File: src/pcm_pkg.sv
package pcm_pkg;

  // ---------------------------------------------------------------
  // Register map
  // ---------------------------------------------------------------
  localparam logic [7:0] POWER_CONTROL_ADDR = 8'h87;
  localparam logic [7:0] POWER_CONTROL_RESET = 8'h00;
  localparam logic [7:0] POWER_CONTROL_WMASK = 8'h8f;

  // ---------------------------------------------------------------
  // Field positions
  // ---------------------------------------------------------------
  localparam int IDLE_SELECT_POS = 0;
  localparam int STOP_SELECT_POS = 1;
  localparam int GENERAL_FLAG_ZERO_POS = 2;
  localparam int GENERAL_FLAG_ONE_POS = 3;
  localparam int BAUD_RATE_DOUBLER_POS = 7;

  // ---------------------------------------------------------------
  // Cycle counts
  // ---------------------------------------------------------------
  localparam int INSTR_CYCLE_CLKS = 4;
  localparam int RESET_HOLD_INSTR = 2;
  localparam int RESET_HOLD_CLKS = INSTR_CYCLE_CLKS * RESET_HOLD_INSTR;

  // ---------------------------------------------------------------
  // Types
  // ---------------------------------------------------------------
  typedef enum logic [1:0] {
    PCM_RUN,
    PCM_IDLE,
    PCM_STOP
  } pcm_state_t;

  typedef struct packed {
    logic wr;
    logic rd;
    logic [7:0] addr;
    logic [7:0] wdata;
  } pcm_sfr_req_t;

  typedef struct packed {
    logic wr;
    logic [7:0] addr;
    logic [2:0] idx;
    logic val;
  } pcm_bit_req_t;

endpackage

File: src/pcm_power_ctrl.sv
`timescale 1ns/1ps
module pcm_power_ctrl #(
  parameter int NUM_IRQ = 8,
  parameter int HOLD_CLKS = pcm_pkg::RESET_HOLD_CLKS
) (
  input wire logic clk,
  input wire logic sys_rst,
  input pcm_pkg::pcm_sfr_req_t sfr_req,
  input pcm_pkg::pcm_bit_req_t bit_req,
  output logic [7:0] sfr_rdata,
  output logic sfr_rvalid,
  input wire logic instr_end,
  input wire logic [NUM_IRQ-1:0] irq_pend,
  input wire logic [NUM_IRQ-1:0] irq_high,
  input wire logic in_service_low,
  input wire logic in_service_high,
  input wire logic ext_reset_pin,
  input wire logic wdt_enabled,
  input wire logic wdt_overflow,
  output logic [7:0] power_control,
  output logic baud_rate_doubler,
  output logic general_flag_zero,
  output logic general_flag_one,
  output logic cpu_hold,
  output logic cpu_clk_en,
  output logic periph_clk_en,
  output logic osc_en,
  output logic core_reset,
  output logic sfr_reset,
  output logic wake_irq,
  output logic stop_refused,
  output logic mode_idle,
  output logic mode_stop
);

  // ---------------------------------------------------------------
  // Address and state decode
  // ---------------------------------------------------------------
  function automatic logic hits_power_control(input logic [7:0] addr);
    hits_power_control = (addr == pcm_pkg::POWER_CONTROL_ADDR);
  endfunction

  function automatic logic is_running(input pcm_pkg::pcm_state_t mode);
    is_running = (mode == pcm_pkg::PCM_RUN);
  endfunction

  function automatic logic is_stopped(input pcm_pkg::pcm_state_t mode);
    is_stopped = (mode == pcm_pkg::PCM_STOP);
  endfunction

  // ---------------------------------------------------------------
  // Declarations
  // ---------------------------------------------------------------
  pcm_pkg::pcm_state_t state, next_state;
  logic [7:0] next_power_control;
  logic [7:0] after_write;
  logic [7:0] bit_mask;
  logic [7:0] sw_data;
  logic [7:0] next_sfr_rdata;
  logic next_sfr_rvalid;
  logic next_core_reset;
  logic next_sfr_reset;
  logic next_wake_irq;
  logic next_stop_refused;
  logic byte_write;
  logic one_bit_write;
  logic ext_pin_seen;
  logic ext_reset_req;
  logic wake_req;
  logic wdt_reset_req;
  logic any_reset;
  logic enter_now;
  logic want_stop;
  logic want_idle;

  // ---------------------------------------------------------------
  // External reset pin filter
  // ---------------------------------------------------------------
  // two instruction cycles
  pcm_rst_filter #(
    .HOLD_CLKS(HOLD_CLKS)
  ) u_rst_filter (
    .clk(clk),
    .sys_rst(sys_rst),
    .pin_level(ext_reset_pin),
    .pin_seen(ext_pin_seen),
    .hold_done(ext_reset_req)
  );

  // ---------------------------------------------------------------
  // Interrupt wake arbitration
  // ---------------------------------------------------------------
  // priority-gated wake
  pcm_wake_arb #(
    .NUM_IRQ(NUM_IRQ)
  ) u_wake_arb (
    .irq_pend(irq_pend),
    .irq_high(irq_high),
    .in_service_low(in_service_low),
    .in_service_high(in_service_high),
    .wake(wake_req)
  );

  // ---------------------------------------------------------------
  // Software access to the power control register
  // ---------------------------------------------------------------
  always_comb begin
    byte_write = sfr_req.wr && hits_power_control(sfr_req.addr);
    one_bit_write = bit_req.wr && hits_power_control(bit_req.addr);
  end

  genvar gi;
  generate
    for (gi = 0; gi < 8; gi++) begin : g_bit_lane
      always_comb begin
        bit_mask[gi] = one_bit_write && (bit_req.idx == 3'(gi));
      end
    end
  endgenerate

  always_comb begin
    sw_data = power_control;
    if (byte_write) begin
      sw_data = sfr_req.wdata;
    end
    if (one_bit_write) begin
      sw_data = (power_control & ~bit_mask) | ({8{bit_req.val}} & bit_mask);
    end
    after_write = (power_control & ~pcm_pkg::POWER_CONTROL_WMASK)
      | (sw_data & pcm_pkg::POWER_CONTROL_WMASK);
    // Halted core issues no writes
    if (!is_running(state)) begin
      after_write = power_control;
    end
  end

  // ---------------------------------------------------------------
  // Reset sources
  // ---------------------------------------------------------------
  always_comb begin
    wdt_reset_req = wdt_overflow && !is_stopped(state);
    any_reset = ext_reset_req || wdt_reset_req;
  end

  // ---------------------------------------------------------------
  // Mode entry decision
  // ---------------------------------------------------------------
  always_comb begin
    want_stop = after_write[pcm_pkg::STOP_SELECT_POS];
    want_idle = after_write[pcm_pkg::IDLE_SELECT_POS] && !want_stop;
    enter_now = is_running(state) && instr_end && !any_reset
      && (want_stop || after_write[pcm_pkg::IDLE_SELECT_POS]);
  end

  // ---------------------------------------------------------------
  // Mode state machine and register next values
  // ---------------------------------------------------------------
  always_comb begin
    next_state = state;
    next_power_control = after_write;
    case (state)
      pcm_pkg::PCM_RUN: begin
        if (enter_now) begin
          if (want_stop && wdt_enabled) begin
            next_power_control[pcm_pkg::STOP_SELECT_POS] = 1'b0;
            if (after_write[pcm_pkg::IDLE_SELECT_POS]) begin
              next_state = pcm_pkg::PCM_IDLE;
            end
          end else if (want_stop) begin
            next_state = pcm_pkg::PCM_STOP;
          end else if (want_idle) begin
            next_state = pcm_pkg::PCM_IDLE;
          end
        end
      end
      pcm_pkg::PCM_IDLE: begin
        if (any_reset) begin
          next_state = pcm_pkg::PCM_RUN;
        end else if (wake_req) begin
          next_power_control[pcm_pkg::IDLE_SELECT_POS] = 1'b0;
          next_state = pcm_pkg::PCM_RUN;
        end
      end
      pcm_pkg::PCM_STOP: begin
        if (ext_reset_req) begin
          next_state = pcm_pkg::PCM_RUN;
        end
      end
      default: begin
        next_state = pcm_pkg::PCM_RUN;
      end
    endcase
    if (any_reset) begin
      next_power_control = pcm_pkg::POWER_CONTROL_RESET;
    end
  end

  // ---------------------------------------------------------------
  // Status pulses
  // ---------------------------------------------------------------
  always_comb begin
    next_core_reset = any_reset;
    next_sfr_reset = any_reset;
    next_stop_refused = enter_now && want_stop && wdt_enabled;
    next_wake_irq = (state == pcm_pkg::PCM_IDLE) && !any_reset && wake_req;
  end

  // ---------------------------------------------------------------
  // Read path
  // ---------------------------------------------------------------
  always_comb begin
    next_sfr_rvalid = sfr_req.rd && hits_power_control(sfr_req.addr);
    next_sfr_rdata = 8'h00;
    if (next_sfr_rvalid) begin
      next_sfr_rdata = power_control & pcm_pkg::POWER_CONTROL_WMASK;
    end
  end

  // ---------------------------------------------------------------
  // Mode registers
  // ---------------------------------------------------------------
  always_ff @(posedge clk) begin
    if (sys_rst) begin
      state <= pcm_pkg::PCM_RUN;
      power_control <= pcm_pkg::POWER_CONTROL_RESET;
    end else begin
      state <= next_state;
      power_control <= next_power_control;
    end
  end

  // ---------------------------------------------------------------
  // Pulse registers
  // ---------------------------------------------------------------
  always_ff @(posedge clk) begin
    if (sys_rst) begin
      core_reset <= 1'b0;
      sfr_reset <= 1'b0;
      wake_irq <= 1'b0;
      stop_refused <= 1'b0;
    end else begin
      core_reset <= next_core_reset;
      sfr_reset <= next_sfr_reset;
      wake_irq <= next_wake_irq;
      stop_refused <= next_stop_refused;
    end
  end

  // ---------------------------------------------------------------
  // Read registers
  // ---------------------------------------------------------------
  always_ff @(posedge clk) begin
    if (sys_rst) begin
      sfr_rdata <= 8'h00;
      sfr_rvalid <= 1'b0;
    end else begin
      sfr_rdata <= next_sfr_rdata;
      sfr_rvalid <= next_sfr_rvalid;
    end
  end

  // ---------------------------------------------------------------
  // Clock and control outputs
  // ---------------------------------------------------------------
  always_comb begin
    baud_rate_doubler = power_control[pcm_pkg::BAUD_RATE_DOUBLER_POS];
    general_flag_zero = power_control[pcm_pkg::GENERAL_FLAG_ZERO_POS];
    general_flag_one = power_control[pcm_pkg::GENERAL_FLAG_ONE_POS];
    mode_idle = (state == pcm_pkg::PCM_IDLE);
    mode_stop = is_stopped(state);
    cpu_hold = !is_running(state) || enter_now;
    cpu_clk_en = is_running(state);
    periph_clk_en = !is_stopped(state);
    // stays on while reset is held
    osc_en = !is_stopped(state) || ext_pin_seen;
  end

endmodule

File: src/pcm_rst_filter.sv
`timescale 1ns/1ps
module pcm_rst_filter #(
  parameter int HOLD_CLKS = pcm_pkg::RESET_HOLD_CLKS
) (
  input wire logic clk,
  input wire logic sys_rst,
  input wire logic pin_level,
  output logic pin_seen,
  output logic hold_done
);

  // ---------------------------------------------------------------
  // Three-stage synchroniser and hold counter
  // ---------------------------------------------------------------
  logic sync_a, sync_b, sync_c;
  logic next_pin_seen;
  logic [7:0] hold_cnt, next_hold_cnt;

  always_comb begin
    next_pin_seen = pin_seen;
    if (sync_b == sync_c) begin
      next_pin_seen = sync_c;
    end
    next_hold_cnt = 8'h00;
    if (pin_seen) begin
      next_hold_cnt = (hold_cnt == 8'(HOLD_CLKS)) ? hold_cnt : hold_cnt + 8'h01;
    end
  end

  always_ff @(posedge clk) begin
    if (sys_rst) begin
      sync_a <= 1'b0;
      sync_b <= 1'b0;
      sync_c <= 1'b0;
      pin_seen <= 1'b0;
      hold_cnt <= 8'h00;
    end else begin
      sync_a <= pin_level;
      sync_b <= sync_a;
      sync_c <= sync_b;
      pin_seen <= next_pin_seen;
      hold_cnt <= next_hold_cnt;
    end
  end

  assign hold_done = (hold_cnt == 8'(HOLD_CLKS));

endmodule

File: src/pcm_wake_arb.sv
`timescale 1ns/1ps
module pcm_wake_arb #(
  parameter int NUM_IRQ = 8
) (
  input wire logic [NUM_IRQ-1:0] irq_pend,
  input wire logic [NUM_IRQ-1:0] irq_high,
  input wire logic in_service_low,
  input wire logic in_service_high,
  output logic wake
);

  // ---------------------------------------------------------------
  // Wake only above the level now in service
  // ---------------------------------------------------------------
  logic any_high, any_low;

  always_comb begin
    any_high = |(irq_pend & irq_high);
    any_low = |(irq_pend & ~irq_high);
    wake = (any_high && !in_service_high)
      || (any_low && !in_service_low && !in_service_high);
  end

endmodule
File: config.mk
export PLATFORM = sky130hd
export DESIGN_NAME = pcm_power_ctrl
export DESIGN_NICKNAME = d
export VERILOG_FILES = /design/src/pcm_pkg.sv /design/src/pcm_power_ctrl.sv /design/src/pcm_rst_filter.sv /design/src/pcm_wake_arb.sv
export SDC_FILE = /design/constraint.sdc
export NUM_CORES = 1
export LEC_CHECK = 0
export BUFFER_PORTS_ARGS = -buffer_cell sky130_fd_sc_hd__buf_2
export CORE_ASPECT_RATIO = 0.5
export CORE_MARGIN = 1.5
export CORE_UTILIZATION = 30
export CTS_BUF_LIST = sky130_fd_sc_hd__clkbuf_4
export DETAILED_ROUTE_END_ITERATION = 10
export SYNTH_ARGS = -nofsm -noshare
export SYNTH_HDL_FRONTEND = slang
export SYNTH_SLANG_ARGS = --single-unit
File: constraint.sdc
create_clock -name clk -period 1.8 [get_ports clk]
set_input_delay 0.09 -clock clk [delete_from_list [all_inputs] [get_ports clk]]
set_output_delay 0.09 -clock clk [all_outputs]
set_load 0.05 [all_outputs]
Word-level counts from Yosys, hierarchy flattened. Index checks and enable logic that the tools add are counted.

Flip-flop bits (word level): 34. Bits in latches: 0. RAM bits: 0. ROM bits: 0. Bits of input ports: 55. Output and inout port bits: 30. Logic and storage cells: 103. Memories kept: 0.

Add/subtract/negate cells: 1. Multipliers: 0. Divide/modulo/power cells: 0. Magnitude comparators: 0. Equality and inequality tests: 18. Shift-type cells: 0. Multiplexer cells: 17. Bitwise gates (word level): 10. Reductions and logical operators: 43.

Operators by type and width (count): $and 8x8->8 (4); $logic_and 1x1->1 (24); $mux 2 (9); $eq 8x8->1 const B (2); $mux 8 (2); $not 8->8 (2); $reduce_or 8->1 (2); $eq 3x3->1 const B (4); $add 8x1->8 const B (1); $eq 8x4->1 const B (1); $or 7x8->8 (1); $or 8x8->8 (1); $eq 3x2->1 const B (2); $logic_not 1->1 (6); $pmux 2 s3 (1); $reduce_or 2->1 (3); $logic_or 1x1->1 (5); $mux 1 (5); $reduce_and 5->1 (1); $ne 2x1->1 const B (2); $ne 4x1->1 const B (1); $eq 3x1->1 const B (1); $logic_not 3->1 (1); $ne 3x1->1 const B (1); other kinds (6) (7).

Depth between registers and ports, before layout.
Depth in word-level cells: 16. Gate-level depth with buffers: 9.

Modules after synthesis. Synthesis repeated with hierarchy kept, for this count alone.

Cell total of the unflattened synthesis: 183. Area total of the unflattened synthesis: 1587.8 µm².

Modules (own cells, without submodules): pcm_power_ctrl (instances 1, cells each 106, area each 950.9 µm², sequential area each 320.3 µm²); pcm_rst_filter (instances 1, cells each 58, area each 528.0 µm², sequential area each 240.2 µm²); pcm_wake_arb (instances 1, cells each 19, area each 108.9 µm², sequential area each 0.0 µm²).

Worst setup path after synthesis. Ideal clock, no wire load.

Path kind: input to output. From: input bit_req[9] (netlist bit). To: output cpu_hold. Arrival time: 2042 ps. Slack: -332 ps. Cell stages on the path: 7. Buffers on the path: 1. Cell sequence: or4b_4 > or4_1 > buf_2 > mux2i_1 > o22ai_2 > o21ai_0 > a31o_2.

Cells in the longest elaborated chain, start to end: 12.

Ends and longest elaborated chain: start, declared (line pcm_power_ctrl.sv:9) `input pcm_pkg::pcm_bit_req_t bit_req,`; $eq 8x8->1 * (line pcm_power_ctrl.sv:40) `hits_power_control = (addr == pcm_pkg::POWER_CONTROL_ADDR);`; $logic_and 1x1->1 * (line pcm_power_ctrl.sv:109) `one_bit_write = bit_req.wr && hits_power_control(bit_req.addr);`; $logic_and 1x1->1 (line pcm_power_ctrl.sv:116) `bit_mask[gi] = one_bit_write && (bit_req.idx == 3'(gi));`; $not 8->8 (line pcm_power_ctrl.sv:127) `sw_data = (power_control & ~bit_mask) | ({8{bit_req.val}} & bit_mask);`; $and 8x8->8 (line pcm_power_ctrl.sv:127); $or 8x8->8 (line pcm_power_ctrl.sv:127); $mux 8 * (line pcm_power_ctrl.sv:126) `if (one_bit_write) begin`; $or 7x8->8 * (line pcm_power_ctrl.sv:130) `| (sw_data & pcm_pkg::POWER_CONTROL_WMASK);`; $mux 2 * (line pcm_power_ctrl.sv:132) `if (!is_running(state)) begin`; $logic_or 1x1->1 * (line pcm_power_ctrl.sv:152) `&& (want_stop || after_write[pcm_pkg::IDLE_SELECT_POS]);`; $logic_and 1x1->1 * (line pcm_power_ctrl.sv:152); $logic_or 1x1->1 * (line pcm_power_ctrl.sv:271) `cpu_hold = !is_running(state) || enter_now;`; end, declared (line pcm_power_ctrl.sv:24) `output logic cpu_hold,`.

Every way passes the cells marked *; elsewhere a longest branch is shown, timed or not.

Worst setup path after layout. Ends and elaborated chain as after synthesis.

==> flow_summary.json <==
{
  "drcViolationCount": 0,
  "p_int_uw": 923,
  "std_cell_rows": 18,
  "io_buffers": 75,
  "period_minus_slack_ns": 2.15,
  "ctsRootBufferMaster": "clkbuf_4",
  "p_switching_uw": 283,
  "dieArea_um2": 5520,
  "clkSinkCount": 28,
  "p_leak_uw": 0.00102,
  "r2r_start": "u_rst_filter.hold_cnt[0]",
  "via_per_inst": 4.63,
  "synthCells": 183,
  "ios": 85,
  "fill_cells": 483,
  "power.share.clock_pct": 34.0,
  "grt_max_degree": 17,
  "ys_ff_latch": 28,
  "synth_area_um2": 1520,
  "violations": "setup timing",
  "wirelength_um": 3750,
  "wl_met3_um": 159,
  "power_per_cell_area_nw_per_um2": 558,
  "cts_inserted_buffers": 3,
  "path_buf_inv": 2,
  "p_sw_share_pct": 23.5,
  "hold_path.class": "input port to flip-flop",
  "cts_max_level": 1,
  "highest_layer": "met4",
  "gp_congestion": 0.776,
  "drive_gt1_share_pct": 41.3,
  "vias": 1580,
  "post-route-period-util_pct": 119,
  "hold_viol_final": 0,
  "slew_violations": 0,
  "multi_input_area_um2": 886,
  "fin_nets": 329,
  "dp_hpwl_um": 3070,
  "register_area_um2": 563,
  "core_area_um2": 4890,
  "yosysWarnings": 0,
  "grt_pass1_wl_um": 6100,
  "cts_tree": "built",
  "grt_overflow_total": 0,
  "comb_power_share_pct": 14.1,
  "timing.rr.end": "power_control[3]",
  "max_cap_violations": 0,
  "area_delta_synth_final_pct": 42.7,
  "final.setup.worst_slack_ns": -0.350,
  "rr_worst_depth": 7,
  "diodes": 0,
  "synth-main-ff-cell": "dfxtp_1",
  "grt_usage_pct": 13.8,
  "worstSetupEndpointType": "primary output",
  "wire_per_inst_um": 11.0,
  "finalSetupViolCount": 2,
  "drt-met1-wl_um": 1680,
  "vdd_drop_max_uv": 282,
  "slowest_delay_ns": 0.53,
  "die_x_um": 104,
  "critPathArrivalTime_ns": 2.06,
  "first_iter_violations": 46,
  "ctsLongestPathBuffers": 2,
  "async_flop_share_pct": 0,
  "fmax_mhz": 465,
  "die_h_um": 53.3,
  "post-route-util_pct": 44.3,
  "syn_area_per_cell_um2": 8.29,
  "start_util_pct": 31.0,
  "antenna_found_initial": 0,
  "post_cts_buffers": 0,
  "crit_top_cell": "buf_6",
  "clkLatencyLatePin_ns": 0.32,
  "clk_pin_slew_ns": 0.15,
  "start_kind": "input port",
  "seq_area_frac_synth_pct": 37.0,
  "seqPwrFrac_pct": 51.9,
  "whs_path_depth": 2,
  "min_to": "power_control[7]",
  "min-delay-start": "bit_req[3]",
  "whs_ns": 0.0209,
  "cp_slowest_cell": "or4b_4",
  "outcome": "finished with violations",
  "cp_max_fo": 4,
  "detail-route-antenna-nets": 0,
  "rsz0062_at_grt": "yes",
  "synth_cell_types": 46,
  "grt_pass1_vias": 1410,
  "critPathKind": "input port to primary output",
  "ff2ff_setup_slack_ns": 0.11,
  "synth_edf_count": 0,
  "fin_skew_ns": 0.00373,
  "met2_length_um": 1890,
  "path_cells": "buf_6 -> or4b_4 -> or4_4 -> mux2i_1 -> o22ai_2 -> o21ai_1 -> a31o_2 -> buf_6",
  "required_ns": 1.71,
  "firstDrtPassIters": 4,
  "cpLargestDelayFamily": "simple AND/OR/NAND/NOR gates"
}
[stage by stage]
stage / worst slack, ns / total power, uW / cell area (um^2) / instances / TNS [ns]
after detailed placement: -0.488 / 801 / 2030 / 336 / -3.29
final: -0.350 / 1210 / 2160 / 341 / -0.352
after CTS: -0.344 / 1220 / 2120 / 341 / -0.495
after global routing: -0.416 / 1270 / 2160 / 341 / -0.568
after global placement: -0.464 / 796 / 2030 / 336 / -3.05
after floorplan: -0.298 / 729 / 1540 / 188 / -0.758
[layer usage]
metal	up-vias	GRT usage (%)
li1	809	-
met1	732	16.2
met2	37	26.9
met3	2	3.57
met4	0	1.39
met5	-	0
[flip-flops by register name, summed over array words and instances, names as in the netlist]
| signal | flops |
|---|---|
| u_rst_filter.hold_cnt | 8 |
| power_control | 5 |
| sfr_rdata | 5 |
| state | 2 |
| sfr_reset | 1 |
| sfr_rvalid | 1 |
| stop_refused | 1 |
| u_rst_filter.pin_seen | 1 |
| u_rst_filter.sync_a | 1 |
| u_rst_filter.sync_b | 1 |
| u_rst_filter.sync_c | 1 |
| wake_irq | 1 |
[timing repair]
action | 4_1_cts | 5_1_grt
endpoints found under the setup margin | 9 | 8
pin swaps | 0 | 2
resized for setup | 6 | 10
hold buffers | 1 | 0
gates cloned | 0 | 0
endpoints found under the hold margin | 1 | 0
[synth_stat cells (2+ instances only)]
master,instances,area (um^2)
a2111oi_0,2,17.5
a21o_1,2,15.0
a21oi_1,6,30.0
a22oi_1,4,30.0
and2_1,5,31.3
and3_1,2,12.5
buf_4,10,75.1
clkbuf_1,2,7.51
dfxtp_1,28,561
ha_1,2,25.0
inv_1,15,56.3
mux2i_1,4,40.0
nand2_1,12,45.0
nand2b_1,6,37.5
nand3_1,10,50.1
nor2_1,16,60.1
nor2b_1,3,18.8
nor3_1,6,30.0
nor3b_1,5,37.5
nor4b_1,4,35.0
o21ai_0,5,25.0
o22ai_1,4,25.0
or2_2,2,12.5
xnor2_1,2,17.5
xor2_1,5,43.8
[power groups by stage]
| stage | sequential (uW) | combinational [uW] | clock [uW] |
|---|---|---|---|
| global route | 627 | 187 | 456 |
| detailed placement | 639 | 161 | 0 |
| floorplan | 644 | 85.2 | 0 |
| CTS | 626 | 166 | 425 |
| finish | 626 | 171 | 410 |
| global placement | 639 | 157 | 0 |
[area by class of cell]
cell class / instances / share of cell area, %
clock buffer: 3 / 1.04
sequential: 28 / 26.0
tap: 70 / 4.05
timing repair buffer: 92 / 23.9
inverter: 15 / 2.60
multi-input combinational: 132 / 40.9
clock inverter: 1 / 1.39
[cells in the final DEF (no fill, tap or decap), drive strengths merged, types with 3 or more instances in the layout]
master / Yosys / routed
nor2: 16 / 16
inv: 15 / 15
o21ai: 5 / 5
clkbuf: 2 / 3
o22ai: 5 / 5
nor3b: 5 / 5
buf: 11 / 91
nand2b: 6 / 6
a21oi: 6 / 6
conb: 1 / 6
nor3: 6 / 6
nor2b: 3 / 3
nor4b: 4 / 4
nand3: 10 / 10
xor2: 5 / 5
and2: 5 / 5
nand2: 12 / 12
dfxtp: 28 / 28
mux2i: 4 / 4
a22oi: 4 / 4
[worst max-delay path by stage]
stage / startpoint / end / slack (ns) / depth (start not counted)
final: bit_req[9] / cpu_hold / -0.35 / 8
after global routing: bit_req[9] / cpu_hold / -0.42 / 8
after CTS: bit_req[9] / cpu_hold / -0.34 / 8
after detailed placement: bit_req[9] / cpu_hold / -0.49 / 8
after global placement: bit_req[9] / cpu_hold / -0.46 / 8
after floorplan: bit_req[9] / cpu_hold / -0.30 / 7
[cell families (layout without fill, tap and decap cells)]
kind of cell    Yosys count  after routing  synth area share (%)
mux                       4              4                  2.64
simple gates             80             80                  29.8
other cells               1              6                 0.247
xor+xnor                  7              7                  4.04
buf+inv                  28            111                  9.49
compound gates           33             33                  15.2
fa+ha+maj                 2              2                  1.65
flops                    28             28                  37.0
Note: power is estimated with default switching activity, not from simulation.
